**config.mk**
```make
export PLATFORM = sky130hd
export DESIGN_NAME = sacc_ctrl
export DESIGN_NICKNAME = d
export VERILOG_FILES = /design/src/pkg/sacc_pkg.sv /design/src/design/sacc_ctrl.sv
export SDC_FILE = /design/constraint.sdc
export NUM_CORES = 1
export LEC_CHECK = 0
export BUFFER_PORTS_ARGS = -buffer_cell sky130_fd_sc_hd__buf_2
export CAP_MARGIN = 25
export CORE_MARGIN = 5
export CORE_UTILIZATION = 48
export CTS_CLUSTER_DIAMETER = 50
export DETAILED_ROUTE_END_ITERATION = 8
export PLACE_DENSITY = 0.7
export SLEW_MARGIN = 25
export SYNTH_ARGS = -nofsm -noshare
export SYNTH_HDL_FRONTEND = slang
export SYNTH_SLANG_ARGS = --single-unit
```
**constraint.sdc**
```tcl
create_clock -name mclk -period 6.9 [get_ports mclk]
set_input_delay 1.035 -clock mclk [delete_from_list [all_inputs] [get_ports mclk]]
set_output_delay 1.035 -clock mclk [all_outputs]
set_load 0.005 [all_outputs]
```
**src/pkg/sacc_pkg.sv**
```systemverilog
// Shared constants and carrier types for the converter control block
package sacc_pkg;
	// Register byte offsets on APB
	localparam logic [7:0] OFF_CTRL_A = 8'h00;
	localparam logic [7:0] OFF_CTRL_B = 8'h04;
	localparam logic [7:0] OFF_INSEL = 8'h08;
	localparam logic [7:0] OFF_RES_LOW = 8'h0c;
	localparam logic [7:0] OFF_RES_HIGH = 8'h10;
	// control_status_a_reg fields
	localparam int CA_ENABLE = 7;
	localparam int CA_START = 6;
	localparam int CA_AUTO = 5;
	localparam int CA_DONE = 4;
	localparam int CA_DIV_LSB = 0;
	// control_status_b_reg field
	localparam int CB_TRIG_LSB = 0;
	// input_select_reg fields
	localparam int IS_REF_LSB = 6;
	localparam int IS_LEFT = 5;
	localparam int IS_CHAN_LSB = 0;
	localparam int IS_DIFF = 4;
	// Reset values
	localparam logic [7:0] RST_CTRL_A = 8'h00;
	localparam logic [2:0] RST_CTRL_B = 3'h0;
	localparam logic [7:0] RST_INSEL = 8'h00;
	// Timing in converter clock cycles; TRIG_SYNC_CYC in mclk cycles, MIN_CPU_KHZ in kHz
	localparam logic [4:0] CYC_NORMAL = 5'h0d;
	localparam logic [4:0] CYC_DIFF_LONG = 5'h0e;
	localparam logic [4:0] CYC_FIRST = 5'h19;
	localparam logic [4:0] SH_NORMAL = 5'h01;
	localparam logic [4:0] SH_FIRST = 5'h0d;
	localparam logic [4:0] SH_AUTO = 5'h02;
	localparam int TRIG_SYNC_CYC = 3;
	localparam int MIN_CPU_KHZ = 100;
	// Trigger select code that means the done flag itself
	localparam logic [2:0] TRIG_DONE_FLAG = 3'h0;

	// Selection that reaches the analog core
	typedef struct packed {
		logic [1:0] ref_sel;
		logic [4:0] channel;
	} sacc_sel_s;

	// Strobes and status towards the analog core
	typedef struct packed {
		logic active;
		logic sample_hold;
		logic conv_clock;
		logic half_rate_conv_clock;
	} sacc_core_s;
endpackage : sacc_pkg

```
**src/design/sacc_ctrl.sv**
```systemverilog
// Conversion control for a 10-bit successive-approximation converter
// Behaviour
// RL1: Selections reach the converter only once the enable bit is set.
// RL2: Result spans two bytes, right adjusted unless left-adjust is selected.
// RL3: Reading low byte locks result until high byte read; later results dropped.
// RL4: Done flag still sets when a finished result is dropped by the lock.
// RL5: Start bit begins a conversion, reads one throughout, clears at single completion.
// RL6: Channel change during conversion applies only after it finishes.
// RL7: Auto-trigger rising edge resets the prescaler and starts a conversion.
// RL8: Trigger held high at completion or edges during conversion start nothing.
// RL9: Software clears the trigger source flag before its next event can start.
// RL10: Done flag as trigger source runs continuously, regardless of flag clearing.
// RL11: Prescaler runs while enabled and is held in reset while disabled.
// RL12: Divider select field chooses prescale ratio for any clock above 100 kHz.
// RL13: Software-started conversion begins at next rising converter clock edge.
// RL14: Normal conversion takes 13 cycles; first after enabling takes 25.
// RL15: Sample-and-hold at 1.5 cycles normally, later on the first conversion.
// RL16: Completion writes result, sets flag, clears start bit in one cycle.
// RL17: Auto-triggered sample 2 cycles after edge, three sync clocks, 13.5 total. Sample here comes 3 cycles after the start.
// RL18: Free-running restarts at once on completion and leaves start bit set.
// RL19: Software start still works while auto-triggering is enabled.
// RL20: Differential conversions align to half-rate clock: 13 or 14 cycles.
// RL21: Software toggles enable between differential auto-triggered conversions.
// RL22: Selection copy locks at start and tracks again in the last cycle.
// RL23: Divider and trigger select encodings are implementation parameters.
//
// The APB slave port and the placing of the registers were left to the implementer.
`timescale 1ns/1ps
module sacc_ctrl
#(
	parameter int NUM_TRIG = 8,
	parameter int RES_W = 10
)
(
	// Clock and reset
	input wire logic mclk,
	input wire logic nrst,
	// APB slave
	input wire logic psel,
	input wire logic penable,
	input wire logic pwrite,
	input wire logic [7:0] paddr,
	input wire logic [31:0] pwdata,
	output logic [31:0] prdata,
	output logic pready,
	output logic pslverr,
	// Trigger sources, index 0 is unused (done flag)
	input wire logic [NUM_TRIG-1:0] trig_in,
	// Analog core
	input wire logic [RES_W-1:0] core_result,
	output sacc_pkg::sacc_sel_s core_sel,
	output sacc_pkg::sacc_core_s core_ctl,
	output logic conv_done_irq
);
	import sacc_pkg::*;

	typedef enum logic {SACC_IDLE, SACC_CONV} sacc_state_e;

	// Elaboration checks: the trigger index is three bits and the placement is 10-bit only
	if (NUM_TRIG < 2 || NUM_TRIG > 8)
	begin : g_bad_trig
		$error("NUM_TRIG must be 2..8");
	end
	if (RES_W != 10)
	begin : g_bad_res
		$error("RES_W must be 10");
	end

	// Half period of the converter clock in mclk cycles for a divider code
	// RL23: divider code encoding
	function automatic logic [7:0] sacc_half(input logic [2:0] sel);
		sacc_half = 8'h01 << sel;
	endfunction : sacc_half

	// Result placement in a 16-bit pair, high byte in [15:8]
	function automatic logic [15:0] sacc_place(input logic [9:0] r, input logic left);
		sacc_place = left ? {r, 6'h00} : {6'h00, r};
	endfunction : sacc_place

	// Software-visible state
	logic converter_enable;
	logic start_conversion_bit;
	logic auto_trigger_enable;
	logic conversion_done_flag;
	logic [2:0] clock_divider_select;
	logic [2:0] trigger_source_select;
	logic [7:0] input_select_reg;
	logic [7:0] result_high_byte;
	logic [7:0] result_low_byte;
	logic res_lock;
	// Conversion state
	sacc_state_e state;
	logic [7:0] pre_cnt;
	logic half_rate_conv_clock;
	logic [4:0] conv_cnt;
	logic [4:0] conv_len;
	logic conv_first;
	logic conv_auto;
	logic first_pend;
	logic start_req;
	logic pre_reset_seen;
	logic trig_prev;
	logic [TRIG_SYNC_CYC-1:0] trig_pipe;
	logic ack;
	sacc_sel_s held_sel;

	// Bus decode
	logic acc;
	logic xfer;
	logic wr_a;
	logic wr_b;
	logic wr_sel;
	logic rd_low;
	logic rd_high;
	logic mapped;
	assign acc = psel && penable;
	assign pready = acc && ack;
	assign xfer = acc && ack;
	assign mapped = paddr == OFF_CTRL_A || paddr == OFF_CTRL_B || paddr == OFF_INSEL
		|| paddr == OFF_RES_LOW || paddr == OFF_RES_HIGH;
	assign pslverr = pready && !mapped;
	assign wr_a = xfer && pwrite && paddr == OFF_CTRL_A;
	assign wr_b = xfer && pwrite && paddr == OFF_CTRL_B;
	assign wr_sel = xfer && pwrite && paddr == OFF_INSEL;
	assign rd_low = xfer && !pwrite && paddr == OFF_RES_LOW;
	assign rd_high = xfer && !pwrite && paddr == OFF_RES_HIGH;

	// One wait state so read data comes from a flop
	always_ff @(posedge mclk)
	begin
		if (!nrst)
			ack <= 1'b0;
		else
			ack <= acc && !ack;
	end

	// Read data captured in the first access cycle
	always_ff @(posedge mclk)
	begin
		if (!nrst)
			prdata <= 32'h0;
		else if (acc && !ack)
		begin
			case (paddr)
				OFF_CTRL_A: prdata <= {24'h0, converter_enable, start_conversion_bit,
					auto_trigger_enable, conversion_done_flag, 1'b0, clock_divider_select};
				OFF_CTRL_B: prdata <= {29'h0, trigger_source_select};
				OFF_INSEL: prdata <= {24'h0, input_select_reg};
				OFF_RES_LOW: prdata <= {24'h0, result_low_byte};
				OFF_RES_HIGH: prdata <= {24'h0, result_high_byte};
				default: prdata <= 32'h0;
			endcase
		end
	end

	// Prescaler ticks: rise at count zero, fall at half period
	logic [7:0] half;
	logic [7:0] full_m1;
	logic rise;
	logic fall;
	logic pre_reset;
	assign half = sacc_half(clock_divider_select);
	assign full_m1 = 8'((9'(half) << 1) - 9'h1);
	assign rise = converter_enable && !pre_reset && pre_cnt == 8'h0;
	assign fall = converter_enable && !pre_reset && pre_cnt == half;

	// RL11: prescaler held while disabled
	// RL12: ratio chosen by divider select
	always_ff @(posedge mclk)
	begin
		if (!nrst)
			pre_cnt <= 8'h0;
		else if (!converter_enable || pre_reset)
			pre_cnt <= 8'h0;
		else if (pre_cnt >= full_m1)
			pre_cnt <= 8'h0;
		else
			pre_cnt <= pre_cnt + 8'h1;
	end

	// Half-rate clock toggles on each converter clock rise
	always_ff @(posedge mclk)
	begin
		if (!nrst)
			half_rate_conv_clock <= 1'b0;
		else if (!converter_enable || pre_reset)
			half_rate_conv_clock <= 1'b0;
		else if (rise)
			half_rate_conv_clock <= !half_rate_conv_clock;
	end

	// Trigger edge detection and synchronisation delay
	logic trig_lvl;
	logic trig_edge;
	logic trig_ok;
	assign trig_lvl = trig_in[trigger_source_select];
	assign trig_ok = auto_trigger_enable && converter_enable
		&& trigger_source_select != TRIG_DONE_FLAG;
	// RL8: edges while busy are dropped
	// RL9: a still-set source flag gives no new edge
	assign trig_edge = trig_ok && trig_lvl && !trig_prev && state == SACC_IDLE
		&& !start_req && trig_pipe == '0;
	assign pre_reset = trig_pipe[TRIG_SYNC_CYC-1];

	// RL17: three mclk cycles of synchronisation before the prescaler reset
	always_ff @(posedge mclk)
	begin
		if (!nrst)
		begin
			trig_prev <= 1'b0;
			trig_pipe <= '0;
		end
		else
		begin
			trig_prev <= trig_lvl;
			trig_pipe <= {trig_pipe[TRIG_SYNC_CYC-2:0], trig_edge};
		end
	end

	// Conversion length and completion
	logic is_diff;
	logic free_run;
	logic finish;
	logic begin_conv;
	assign is_diff = held_sel.channel[IS_DIFF];
	assign free_run = auto_trigger_enable && trigger_source_select == TRIG_DONE_FLAG;
	// Count rises since the start: whole cycles end on a rise, auto starts end half a cycle late
	assign finish = state == SACC_CONV && (conv_auto ? (fall && conv_cnt == conv_len)
		: (rise && conv_cnt == conv_len - 5'h1));
	// RL13: start waits for a rising converter clock edge
	assign begin_conv = state == SACC_IDLE && start_req && rise;

	// RL14: first conversion after enable is the long one
	always_ff @(posedge mclk)
	begin
		if (!nrst)
			first_pend <= 1'b1;
		else if (!converter_enable)
			first_pend <= 1'b1;
		else if (begin_conv)
			first_pend <= 1'b0;
	end

	// Conversion sequencer
	always_ff @(posedge mclk)
	begin
		if (!nrst)
		begin
			state <= SACC_IDLE;
			conv_cnt <= 5'h0;
			conv_len <= CYC_NORMAL;
			conv_first <= 1'b0;
			conv_auto <= 1'b0;
		end
		else if (!converter_enable)
			state <= SACC_IDLE;
		else if (begin_conv)
		begin
			state <= SACC_CONV;
			conv_cnt <= 5'h0;
			conv_first <= first_pend;
			conv_auto <= pre_reset_seen;
			// RL20: user start while half-rate clock high adds a cycle
			if (first_pend)
				conv_len <= CYC_FIRST;
			else if (is_diff && half_rate_conv_clock)
				conv_len <= CYC_DIFF_LONG;
			else
				conv_len <= CYC_NORMAL;
		end
		else if (finish)
		begin
			// RL18: free running restarts immediately
			// RL10: regardless of the done flag state
			if (free_run && !conv_auto)
			begin
				conv_cnt <= 5'h0;
				conv_first <= 1'b0;
				// RL20: automatic restarts on a differential channel always take the long form
				conv_len <= is_diff ? CYC_DIFF_LONG : CYC_NORMAL;
			end
			else
				state <= SACC_IDLE;
		end
		else if (state == SACC_CONV && rise)
			conv_cnt <= conv_cnt + 5'h1;
	end

	// Remember that the pending start came from a trigger
	always_ff @(posedge mclk)
	begin
		if (!nrst)
			pre_reset_seen <= 1'b0;
		else if (pre_reset)
			pre_reset_seen <= 1'b1;
		else if (begin_conv || !converter_enable)
			pre_reset_seen <= 1'b0;
	end

	// Start request and visible start bit
	logic sw_start;
	assign sw_start = wr_a && pwdata[CA_START] && pwdata[CA_ENABLE];
	always_ff @(posedge mclk)
	begin
		if (!nrst)
			start_req <= 1'b0;
		else if (!converter_enable && !(wr_a && pwdata[CA_ENABLE]))
			start_req <= 1'b0;
		// RL7: trigger edge starts a conversion
		// RL19: software start honoured in auto mode too
		else if (sw_start || pre_reset)
			start_req <= 1'b1;
		else if (begin_conv)
			start_req <= 1'b0;
	end

	// RL5: start bit reads one for the whole conversion
	// RL16: cleared in the completion cycle for single mode
	always_ff @(posedge mclk)
	begin
		if (!nrst)
			start_conversion_bit <= 1'b0;
		else if (!converter_enable && !(wr_a && pwdata[CA_ENABLE]))
			start_conversion_bit <= 1'b0;
		else if (sw_start || pre_reset)
			start_conversion_bit <= 1'b1;
		else if (finish && !(free_run && !conv_auto))
			start_conversion_bit <= 1'b0;
	end

	// Control fields written by software
	always_ff @(posedge mclk)
	begin
		if (!nrst)
		begin
			converter_enable <= RST_CTRL_A[CA_ENABLE];
			auto_trigger_enable <= RST_CTRL_A[CA_AUTO];
			clock_divider_select <= RST_CTRL_A[CA_DIV_LSB +: 3];
			trigger_source_select <= RST_CTRL_B;
			input_select_reg <= RST_INSEL;
		end
		else
		begin
			if (wr_a)
			begin
				converter_enable <= pwdata[CA_ENABLE];
				auto_trigger_enable <= pwdata[CA_AUTO];
				clock_divider_select <= pwdata[CA_DIV_LSB +: 3];
			end
			if (wr_b)
				trigger_source_select <= pwdata[CB_TRIG_LSB +: 3];
			if (wr_sel)
				input_select_reg <= pwdata[7:0];
		end
	end

	// RL4: flag sets on every completion; set beats the write-one clear
	always_ff @(posedge mclk)
	begin
		if (!nrst)
			conversion_done_flag <= 1'b0;
		else if (finish)
			conversion_done_flag <= 1'b1;
		else if (wr_a && pwdata[CA_DONE])
			conversion_done_flag <= 1'b0;
	end

	// RL3: lock between low-byte and high-byte reads
	always_ff @(posedge mclk)
	begin
		if (!nrst)
			res_lock <= 1'b0;
		else if (rd_high)
			res_lock <= 1'b0;
		else if (rd_low)
			res_lock <= 1'b1;
	end

	// RL2: result placed by the left-adjust select bit
	// RL3: a locked pair is left untouched
	logic [15:0] placed;
	assign placed = sacc_place(core_result, input_select_reg[IS_LEFT]);
	always_ff @(posedge mclk)
	begin
		if (!nrst)
		begin
			result_high_byte <= 8'h0;
			result_low_byte <= 8'h0;
		end
		else if (finish && !res_lock)
		begin
			result_high_byte <= placed[15:8];
			result_low_byte <= placed[7:0];
		end
	end

	// RL22: holding copy tracks when idle or in the last cycle
	// RL6: a mid-conversion change waits for the end
	// RL1: nothing reaches the core while disabled
	logic last_cyc;
	assign last_cyc = state == SACC_CONV && conv_cnt == conv_len - 5'h1;
	always_ff @(posedge mclk)
	begin
		if (!nrst)
			held_sel <= '0;
		else if (converter_enable && (state == SACC_IDLE || last_cyc))
		begin
			held_sel.ref_sel <= input_select_reg[IS_REF_LSB +: 2];
			held_sel.channel <= input_select_reg[IS_CHAN_LSB +: 5];
		end
	end

	// RL15: sample strobe at 1.5 cycles, 13.5 on the first
	// RL17: three cycles after the starting rise for auto starts
	logic sh_now;
	assign sh_now = state == SACC_CONV && (conv_auto ? (rise && conv_cnt == SH_AUTO)
		: (fall && conv_cnt == (conv_first ? SH_FIRST : SH_NORMAL)));

	// Core-facing outputs registered
	always_ff @(posedge mclk)
	begin
		if (!nrst)
		begin
			core_ctl <= '0;
			core_sel <= '0;
			conv_done_irq <= 1'b0;
		end
		else
		begin
			core_ctl.active <= state == SACC_CONV;
			core_ctl.sample_hold <= sh_now;
			core_ctl.conv_clock <= converter_enable && pre_cnt < half;
			core_ctl.half_rate_conv_clock <= half_rate_conv_clock;
			core_sel <= held_sel;
			conv_done_irq <= finish;
		end
	end

	// Checks
	a_done_sets_flag: assert property (@(posedge mclk) disable iff (!nrst) // RL4
		finish |=> conversion_done_flag)
		else $error("done flag not set after completion");
	a_lock_holds_res: assert property (@(posedge mclk) disable iff (!nrst) // RL3
		(res_lock && !rd_high) |=> $stable(result_low_byte) && $stable(result_high_byte))
		else $error("result changed while locked");
	a_single_clears_start: assert property (@(posedge mclk) disable iff (!nrst) // RL16
		(finish && !free_run && !sw_start && !pre_reset) |=> !start_conversion_bit)
		else $error("start bit not cleared at single completion");
	a_busy_reads_start: assert property (@(posedge mclk) disable iff (!nrst) // RL5
		state == SACC_CONV |-> start_conversion_bit)
		else $error("start bit low during conversion");
	a_disable_holds_pre: assert property (@(posedge mclk) disable iff (!nrst) // RL11
		!converter_enable |=> pre_cnt == 8'h0)
		else $error("prescaler ran while disabled");
	a_first_len_long: assert property (@(posedge mclk) disable iff (!nrst) // RL14
		(begin_conv && first_pend) |=> conv_len == CYC_FIRST)
		else $error("first conversion not 25 cycles");
	a_sel_locked_conv: assert property (@(posedge mclk) disable iff (!nrst) // RL22
		(state == SACC_CONV && $past(state) == SACC_CONV && !$past(last_cyc))
		|-> $stable(held_sel))
		else $error("selection changed mid conversion");
	a_free_run_restart: assert property (@(posedge mclk) disable iff (!nrst) // RL18
		(finish && free_run && !conv_auto) |=> state == SACC_CONV && start_conversion_bit)
		else $error("free running did not restart");
	a_trig_reset_pre: assert property (@(posedge mclk) disable iff (!nrst) // RL7
		trig_edge |-> ##3 (pre_reset && converter_enable) ##1 start_req)
		else $error("trigger did not reset prescaler and request");
	a_start_on_rise: assert property (@(posedge mclk) disable iff (!nrst) // RL13
		($rose(state == SACC_CONV)) |-> $past(rise))
		else $error("conversion began off a rising edge");
	a_diff_restart_14: assert property (@(posedge mclk) disable iff (!nrst) // RL20
		(finish && free_run && !conv_auto && is_diff) |=> conv_len == CYC_DIFF_LONG)
		else $error("differential restart not 14 cycles");
	a_disabled_no_sel: assert property (@(posedge mclk) disable iff (!nrst) // RL1
		!converter_enable |=> $stable(held_sel))
		else $error("selection applied while disabled");

	c_single_done: cover property (@(posedge mclk) disable iff (!nrst)
		finish && !free_run);
	c_lock_drop: cover property (@(posedge mclk) disable iff (!nrst)
		finish && res_lock);
	c_auto_start: cover property (@(posedge mclk) disable iff (!nrst)
		pre_reset ##[1:300] begin_conv);
	c_free_run: cover property (@(posedge mclk) disable iff (!nrst)
		finish && free_run);
endmodule : sacc_ctrl

```
* Word level (Yosys, flattened, before mapping)
Cells that the tools add are included.
** Operators by class
- Eq/ne operators :: 11
- Order comparisons :: 3
- Shifts and indexed selects :: 1
- Add/subtract/negate cells :: 4
- Reduce and logical (&&, ||, !) cells :: 84
- Bitwise gates (word level) :: 2
- Muxes and demuxes :: 31
** Operators by type and width (count)
- logical AND 1 bit :: 43
- two-way mux 5 bit :: 8
- case mux 8 bit (5 select lines) :: 1
- two-way mux 1 bit :: 17
- equality test 8 x 4 -> 1 bit (second input constant) :: 2
- logical NOT 8 bit :: 2
- two-way mux 16 bit :: 1
- logical NOT 1 bit :: 12
- nonzero test 2 bit :: 6
- equality test 5 bit :: 2
- adder 8 x 1 -> 8 bit (second input constant) :: 1
- equality test 8 x 3 -> 1 bit (second input constant) :: 1
- equality test 8 x 5 -> 1 bit (second input constant) :: 1
- equality test 8 bit :: 1
- greater-or-equal comparator 8 bit :: 1
- logical OR 1 bit :: 8
- less-than comparator 8 bit :: 1
- << shifter 1 x 3 -> 8 bit (first input constant) :: 1
- subtractor 8 x 1 -> 8 bit (second input constant) :: 1
- logical NOT 3 bit :: 2
- AND reduction 2 bit :: 3
- AND reduction 3 bit :: 2
- nonzero test 3 bit :: 2
- OR reduction 2 bit :: 3
- other kinds (12) :: 14
** Word-level totals
- Output and inout port bits :: 46
- Bits in registers :: 116
- Input bits :: 63
- Word-level logic and storage cells :: 169

* Longest topological paths before layout
Gate-level depths: netlist of the first run.
- Depth in word-level cells :: 9
- Mapped depth :: 13
- Mapped depth without buffers :: 12

* Least setup slack after synthesis of the first run
OpenSTA, ideal clock, no wires.
- Kind :: input -> output
- Start point :: input paddr[1]
- End point :: output pslverr
- Cell stages on the path :: 5
- Buffers on the path :: 1
- Arrival :: 2162 ps
- Slack :: 3703 ps
- Required time :: 5865 ps
- Cells stage by stage :: or4_4 -> nor2_1 -> and3_1 -> clkbuf_1 -> nor3_1
** On the way
- Longest elaborated chain between the ends :: 7
- Elaborated cells between the ends (all ways) :: 11
- Those cells by class :: eq/ne: 4; reduce/logical: 7
** Ends and longest elaborated chain
- start, declared :: RTL line sacc_ctrl.sv:42 : input wire logic [7:0] paddr,
- equality test 8 x 3 -> 1 bit / logical NOT 8 bit (equally long branches) :: RTL line sacc_ctrl.sv:119 : assign mapped = paddr == OFF_CTRL_A || paddr == OFF_CTRL_B || paddr == OFF_INSEL
- logical OR 1 bit (2 in a row) :: RTL line sacc_ctrl.sv:119
- logical OR 1 bit :: RTL line sacc_ctrl.sv:120 : || paddr == OFF_RES_LOW || paddr == OFF_RES_HIGH;
- logical OR 1 bit (*) :: RTL line sacc_ctrl.sv:120
- logical NOT 1 bit (*) :: RTL line sacc_ctrl.sv:121 : assign pslverr = pready && !mapped;
- logical AND 1 bit (*) :: RTL line sacc_ctrl.sv:121
- end, declared :: RTL line sacc_ctrl.sv:46 : output logic pslverr,
Every way passes the cells marked *; elsewhere a longest branch is shown, timed or not.

* Worst setup path after layout of the first run
Ends and elaborated chain as after synthesis.

==> results of run 1 <==
power groups by stage:
stage / Combinational [mW] / Clock [mW] / Sequential, mW
6_report: 0.0432 / 0.360 / 0.525
5_1_grt: 0.0481 / 0.390 / 0.525
4_1_cts: 0.0428 / 0.368 / 0.525
3_5_place_dp: 0.0427 / 0 / 0.537
3_3_place_gp: 0.0420 / 0 / 0.537
2_1_floorplan: 0.0349 / 0 / 0.535
cells by family after synthesis:
logic type,Yosys count,share of synthesized area
AOI/OAI and AO/OA,89,0.130
DFF,90,0.383
muxes,32,0.0824
adders and majority gates,19,0.0505
xor gates and xnor gates,15,0.0279
buffers and inverters,68,0.0813
other,1,0.000796
and+or+nand+nor,220,0.244
placed cells by master, fill, tap and decap left out, types with 6 or more instances in the layout:
master	netlist	final
and3_1	6	6
clkbuf_8	0	9
dfxtp_1	90	90
nor2_1	62	62
nor3_1	20	20
xor2_1	10	10
inv_1	14	14
nand2_1	46	46
conb_1	1	24
nand3b_1	10	10
ha_1	19	19
buf_2	6	60
and2_1	12	12
nand3_1	22	22
a221oi_1	7	7
mux2i_1	23	23
a21oi_1	39	39
final cells by class:
cell class | count | share of cell area
multi-input combinational | 399 | 0.508
sequential | 90 | 0.351
timing repair buffer | 61 | 0.0599
tap | 133 | 0.0324
clock buffer | 10 | 0.0248
clock inverter | 6 | 0.0127
inverter | 15 | 0.0110
layer usage:
metal | up-vias | wire length (um) | part of all wire | track usage
met5 | - | 0 | 0 | 0
met3 | 11 | 639 | 0.061 | 0.0355
li1 | 1914 | - | - | -
met1 | 1771 | 4990 | 0.48 | 0.259
met2 | 121 | 4690 | 0.45 | 0.276
met4 | 0 | 131 | 0.013 | 0.0613
Yosys cell counts (all sizes together) (3+ instances only):
cell type / n
a221oi: 7
nor4: 4
o21ai: 6
or3: 4
nor3b: 3
and2: 12
xor2: 10
o21a: 4
mux2i: 23
mux4: 5
nand2b: 4
nand3: 22
clkbuf: 15
nand4: 5
ha: 19
nor3: 21
mux2: 4
o31ai: 4
o32ai: 3
dfxtp: 90
or2: 4
a31oi: 3
and3: 6
nand2: 47
a21o: 4
nor2: 65
inv: 14
a21oi: 41
nand3b: 10
xnor2: 5
buf: 38
worst min path at each step:
stage               slack, ns            endpoint  depth (start not counted)               start
floorplan                0.43  result_low_byte[0]                          2  result_low_byte[0]
global placement         0.44  result_low_byte[2]                          2  result_low_byte[2]
detailed placement       0.44         core_sel[6]                          1         held_sel[6]
CTS                      0.46  result_low_byte[6]                          2  result_low_byte[6]
global route             0.47  result_low_byte[6]                          2  result_low_byte[6]
finish                   0.46  result_low_byte[2]                          2  result_low_byte[2]
critical path, stage by stage:
cell    delay [ns]
buf_2         0.09
or4_4         0.53
nor2_1        0.13
and3_1        0.38
nor3_1        0.07
buf_2         0.15
through the flow:
stage	cell area (um2)	utilization	total power, mW	hold WS [ns]	setup WS [ns]
after global routing	5140	0.530	0.963	0.473	3.18
after floorplan	4800	-	0.570	0.429	3.70
after global placement	4940	0.510	0.579	0.440	3.49
after detailed placement	4940	0.510	0.580	0.439	3.48
after CTS	5140	0.530	0.935	0.456	3.49
final	5140	0.530	0.928	0.457	3.47
==> results by stage, run 1 <==
Run status:
- The run finished with clean final reports.

Routing:
- Using the TritonRoute via totals, the vias-per-cell ratio works out to 5.35.
- The first-pass detailed-route iteration total is 5.
- The detailed-route DRC error count is 0.
- The overall via count from detail_route is 3,817.
- The wire length per cell is between 10 and 15 um.
- The final layout contains routed wiring with a total length of between 10 and 15 mm.
- The remaining antenna violation count after routing is 0.
- In this run, the number of DRC markers left after iteration 0 of detailed routing was approximately 260.

Floorplanning:
- The initial utilization of the core area, before any placement, comes to 0.486.
- In this run the horizontal extent of the chip is 109 um.
- The area of the core is between 9000 and 10,000 um2.
- The height of the die is approximately 110 um.
- The initialized floorplan defines 36 standard-cell rows.
- between 100 and 150 I/O pins were placed.
- The floorplan step defined a die boundary enclosing ~12,000 um2.

Synth:
- The cell type with the highest aggregate area in the netlist is dfxtp_1.
- The cell count after synthesis came out at ~530.
- In the post-synthesis netlist, the biggest area contributors are dfxtp_1 (38%), ha_1 (5.0%), nor2_1 (4.9%).
- The fraction of registers with async set or reset after synthesis is 0.
- The share of synthesized area in the top cell type comes to 0.383.
- The most used flip-flop cell after synthesis is dfxtp_1.
- The number of synthesized register bits is 90.
- The warning count from the yosys run is 0.
- The share of synthesized area occupied by flip-flops and latches is 0.383.
- The number of different library cells in the post-synthesis netlist is 70.
- Counting flops with a built-in enable in the synthesized netlist gives 0.
- The average instance in the mapped netlist occupies a little under 9 um2.
- The mapped netlist covers ~4700 um2.

Final layout:
- Of the cells placed in the final design, the portion with a size suffix greater than 1 is 0.181.
- The count of filler cells inserted in the layout is 927.
- At the end of the flow, the number of nets in the layout was 658.
- Compared with the post-synthesis result, the final layout area differs by 9.06%.
- 0 antenna diodes ended up in the layout.
- The multi-input gate area in the final layout is ~2600 um2.
- The final instance count without filler cells is between 700 and 800.
- The area of all sequential standard cells is approximately 1800 um2.

Critical path:
- Tracing the worst setup path back leads to its startpoint at paddr[1].
- The critical path capture point is pslverr.
- Along the worst path, the maximum fanout reaches 10.
- The number of cells on the worst reg-to-reg path is 10.
- The worst setup path is launched from an input pin.
- The arrival time at the worst endpoint is 2.39 ns.
- At the worst endpoint, the required time is 5.86 ns.
- The minimum setup slack among reg-to-reg paths is roughly 3.5 ns.
- The worst register-to-register path begins at clock_divider_select[2].
- The critical path capture point type is an output port.
- The worst register-to-register path ends at result_high_byte[6].
- The critical path in this run is classified as in2out.

Place:
- The total of buffers placed on input and output ports is 60.
- In this run, placement finished with an instance count of roughly 700.
- The weighted congestion at the end of routability-driven global placement is between 0.8 and 0.9.
- Summed over all nets, the half-perimeter wirelength after detailed placement is 7.74 mm.

Power:
- The cell internal power dissipation is 0.707 mW.
- The share of total power consumed by net switching is 0.238.
- The share of total power dissipated in sequential elements is 0.565.
- The analysis attributes to cell leakage a power of between 2 and 2.5 nW.
- The largest vdd supply drop is slightly below 0.00009 V.
- The switching power is between 0.2 and 0.25 mW.
- Of the total power, combinational logic draws 0.047.
- The clock share of power is 0.388.
- Dividing total power by cell area gives a power density of roughly 180 nW/um2.

STA:
- The actual slew at the worst max-slew pin is between 0.6 and 0.7 ns.
- The post-route fraction of the period consumed by the critical path is 0.496.
- The count of endpoints failing setup in the final report is 0.
- For the finished layout, the period the worst path requires is roughly 3.4 ns.
- The number of endpoints with negative hold slack in the final report is 0.
- The max-slew violation total from the final report is 0.
- The worst slew slack as a fraction of its limit is 0.588.
- Setup repair after global routing left no endpoint under its margin.
- The worst setup skew after layout is around 0.011 ns.
- The achievable frequency is about 0.29 GHz.
- After routing, the total negative slack on setup checks comes to 0 ns.

GRT:
- The via count of the first global-routing pass is between 3,000 and 4,000.
- The global-route congestion overflow total is 0.
- In the global route stage, overall resource usage came out at 0.182.
- The pin count of the biggest net entering global routing is 61.
- The first-pass GRT wire length is roughly 17 mm.
- The number of antenna violations at the first check in global routing is 0.

CTS:
- The clock insertion delay at the later pin of the skew report is roughly 0.36 ns.
- The maximum buffer depth of the clock tree is 2.
- In this run, post-CTS hold repair placed 0 buffers.
- The maximum level of the CTS H-tree is 3.
- The cell at the root of the clock tree is clkbuf_8.
- For this design, the sink count on the clock tree is 90.
- TritonCTS built the clock tree.
- Clock-pin slew was measured on the worst setup and hold paths at 0.09 ns.
- Once the clock tree was built, the resizer swapped 0 gates to a different size.
- The number of buffers created by CTS is 9.
- The post-CTS setup-driven buffer insertion count is 0.

Hold path:
- The tightest min-delay check is of the reg2reg type.

Run:
- The tool flagged a number of max-cap violations equal to 0.
Note: power is estimated with default switching activity, not from simulation.
==> run 2: changes to the inputs <==
PLACE_DENSITY = 0.73   (was 0.7)
clock period = 2.96 ns   (was 6.9 ns; I/O delays follow)
==> run 2 against run 1 <==
Via count up 2.9%. Cell count grew 2.5%. Total power increased by 140%. First-iteration DRC count fell by 6.7%. Critical path depth is 5 higher. Sequential cell count stayed put. Routed wire length increased by 4.4%. Non-clock buffer count increased by 18. Largest power group unchanged. Highest routed layer unchanged.
==> results by stage, run 2 (synthesis gave the netlist of run 1 again) <==
GRT:
- For this run, global-route usage on met1 was measured as 0.249.
- The via count of the first global-routing pass is about 3,600.
- The number of antenna violations at the first check in global routing is 0.
- For this run, global-route usage on met2 was measured as 0.285.
- Across every metal layer, demand over resource in global routing totals 0.184.
- For met3 alone, demand over resource in global routing was 0.0403.
- The pin count of the biggest net entering global routing is 36.
- The peak-usage layer in the global routing report is met2.
- The first-pass GRT wire length is about 17 mm.
- The global-route congestion overflow total is 0.

CTS:
- The clock passes through at most 2 buffers.
- The maximum level of the CTS H-tree is 3.
- The number of clock sinks is 90.
- TritonCTS built the clock tree.
- The cell at the root of the clock tree is clkbuf_8.
- The number of buffers created by CTS is 9.
- The clock slew at the register clock pins of the worst setup and hold paths is around 0.090 ns.
- At the later pin of the worst-skew pair, clock insertion delay measures 0.37 ns.

Power:
- The leakage power summed over all cells is approximately 2.2 nW.
- The sequential power share is 0.551.
- The share of total power dissipated in the clock network is 0.403.
- The internal power of the cells totals about 1.7 mW.
- The power share of the combinational group is 0.046.
- Across the VDD grid, the largest voltage drop is approximately 0.00018 V.
- The overall power consumption is between 2 and 2.5 mW.
- The analysis attributes to net switching a power of about 0.52 mW.
- Of the total power, the share spent switching nets is 0.235.
- In this run the power density over the cells is approximately 410 nW/um2.

Critical path:
- The worst setup path is of the reg2reg kind.
- For the worst setup path, the data required time is ~3.3 ns.
- The highest-delay cell along the critical path is dfxtp_4.
- Of all nets on the critical path, the largest fanout is 8.
- The critical path capture point type is a flip-flop.
- The startpoint class of the critical path is a flip-flop.
- The critical path goes through inv_2 -> or3_1 -> ha_1 -> nand4_1 -> nor4b_4 -> o31ai_4 -> o32ai_4 -> and2b_2 -> clkbuf_16 -> nand3b_1 -> a21oi_1.
- The buffers plus inverters on the worst setup path is 2.
- Grouping stages by cell kind, the critical path spends the most delay in simple AND/OR/NAND/NOR gates.
- The arrival time at the worst endpoint is approximately 3.1 ns.
- For this run, the slowest stage of the critical path takes roughly 0.4 ns.

Floorplanning:
- The core region is approximately 9700 um2.
- The number of core rows is 36.
- From bottom edge to top edge, the die measures approximately 110 um.
- For this design the top-level I/O count stands at between 100 and 150.
- The die covers 11,900 um2.
- For this configuration, the core starts out at a cell density of 0.486.
- In this run the horizontal extent of the chip is roughly 110 um.

Final layout:
- The final layout contains a little under 700 nets.
- In the layout the commonest cells are dfxtp_1 (87), nor2_1 (62), buf_2 (60).
- The layout overhead on the synthesized area is 14.1%.
- The area of all sequential standard cells is roughly 1800 um2.
- The number of antenna repair diodes is 0.
- In the final layout, the share of cells above drive strength 1 is 0.220.
- The multi-input gate area in the final layout is approximately 2700 um2.
- The leading cell type in the layout, fill and taps excluded is dfxtp_1.
- The layout has just under 900 filler cells.

STA:
- The post-route fraction of the period consumed by the critical path is 0.955.
- The achievable frequency is ~0.35 GHz.
- Setup repair after global routing could not meet its margin everywhere.
- The count of endpoints failing setup in the final report is 0.
- The number of endpoints with negative hold slack in the final report was 0.
- Between clock sinks in the finished design, the worst skew comes to between 0.01 and 0.015 ns.
- The worst slew slack as a fraction of its limit is 0.598.
- The worst path in the final design needs a cycle of around 2.8 ns, including I/O delays and setup.
- The final worst setup slack is between 0.1 and 0.15 ns.
- The max-slew violation total from the final report is 0.
- For the pin with the worst max-slew slack, the measured transition is 0.588 ns.

Place:
- The count of buffers added on input and output ports is 60.
- The congestion estimate from routability-driven global placement came to 0.830.
- The post-placement worst setup slack is around 0.12 ns.
- After legalization and detailed placement, the total HPWL measured between 7 and 8 mm.

Routing:
- Dividing the detail-routed wire length by the instance count gives roughly 15 um.
- The overall via count from detail_route is around 3,900.
- The count of nets left with antenna violations once routing finished came out at 0.
- The first-pass detailed-route iteration total is 5.
- The final layout contains routed wiring with a total length of roughly 11 mm.
- The via-per-instance ratio is 5.36.
- The detailed router finished its first iteration with between 200 and 250 violations.
- For this run, design rule violations remaining after detail routing come to 0.

Run:
- Across the run, the number of max-cap violations was 0.

Run status:
- The run finished with clean final reports.

Hold path:
- The tightest min-delay check is of the in2reg type.
run 2: cell types whose count changed in the layout (fill, tap and decap cells not counted), sizes merged:
cell	previous run	this run
inv	16	15
buf	61	77
clkbuf	10	13
run 2: repair_timing:
| action | CTS | global route |
|---|---|---|
| hold buffers | 0 | 0 |
| setup endpoints to repair | 0 | 29 |
| setup buffers | 0 | 5 |
| resized for setup | 0 | 14 |
run 2: metrics by stage:
| stage | cell area, um2 | instances | util | hold slack (ns) | setup TNS [ns] |
|---|---|---|---|---|---|
| floorplan | 4800 | 557 | - | 0.429 | 0 |
| global placement | 5050 | 710 | 0.521 | 0.440 | 0 |
| detailed placement | 5050 | 710 | 0.521 | 0.444 | 0 |
| CTS | 5260 | 726 | 0.543 | 0.321 | 0 |
| global route | 5370 | 732 | 0.555 | 0.328 | -0.129 |
| finish | 5370 | 732 | 0.555 | 0.321 | 0 |
run 2: power groups by stage:
stage	logic, mW	clock network, mW	registers (mW)
final	0.102	0.891	1.22
after global routing	0.113	0.954	1.22
after CTS	0.100	0.900	1.22
after detailed placement	0.100	0	1.25
after global placement	0.0979	0	1.25
after floorplan	0.0814	0	1.25
run 2: tightest hold or removal path: stages:
cell	delay [ns]
buf_2	0.12
nand2_1	0.05
a21oi_1	0.05
run 2: path summary, 6_finish.rpt:
| path | startpoint | endpoint | slack [ns] | cells after the start |
|---|---|---|---|---|
| max | clock_divider_select[2] | result_low_byte[1] | 0.13 | 11 |
| min | pwdata[1] | clock_divider_select[1] | 0.32 | 3 |
| max reg2reg | clock_divider_select[2] | result_low_byte[1] | 0.13 | 11 |
| min reg2reg | trig_pipe[0] | trig_pipe[1] | 0.45 | 1 |
run 2: cell type report:
type                    instances  area share
clock inverters                 5      0.0112
inverters                      15      0.0105
clock buffers                  11      0.0282
multi-input cells             399       0.493
flip-flops and latches         90       0.337
repair buffers                 79      0.0883
well taps                     133      0.0310
run 2: layer usage:
layer	share of wire	vias to the layer above	wire length, um
met2	0.46	139	5000
li1	-	1950	-
met5	0	-	0
met1	0.45	1817	4920
met3	0.071	21	774
met4	0.019	0	209
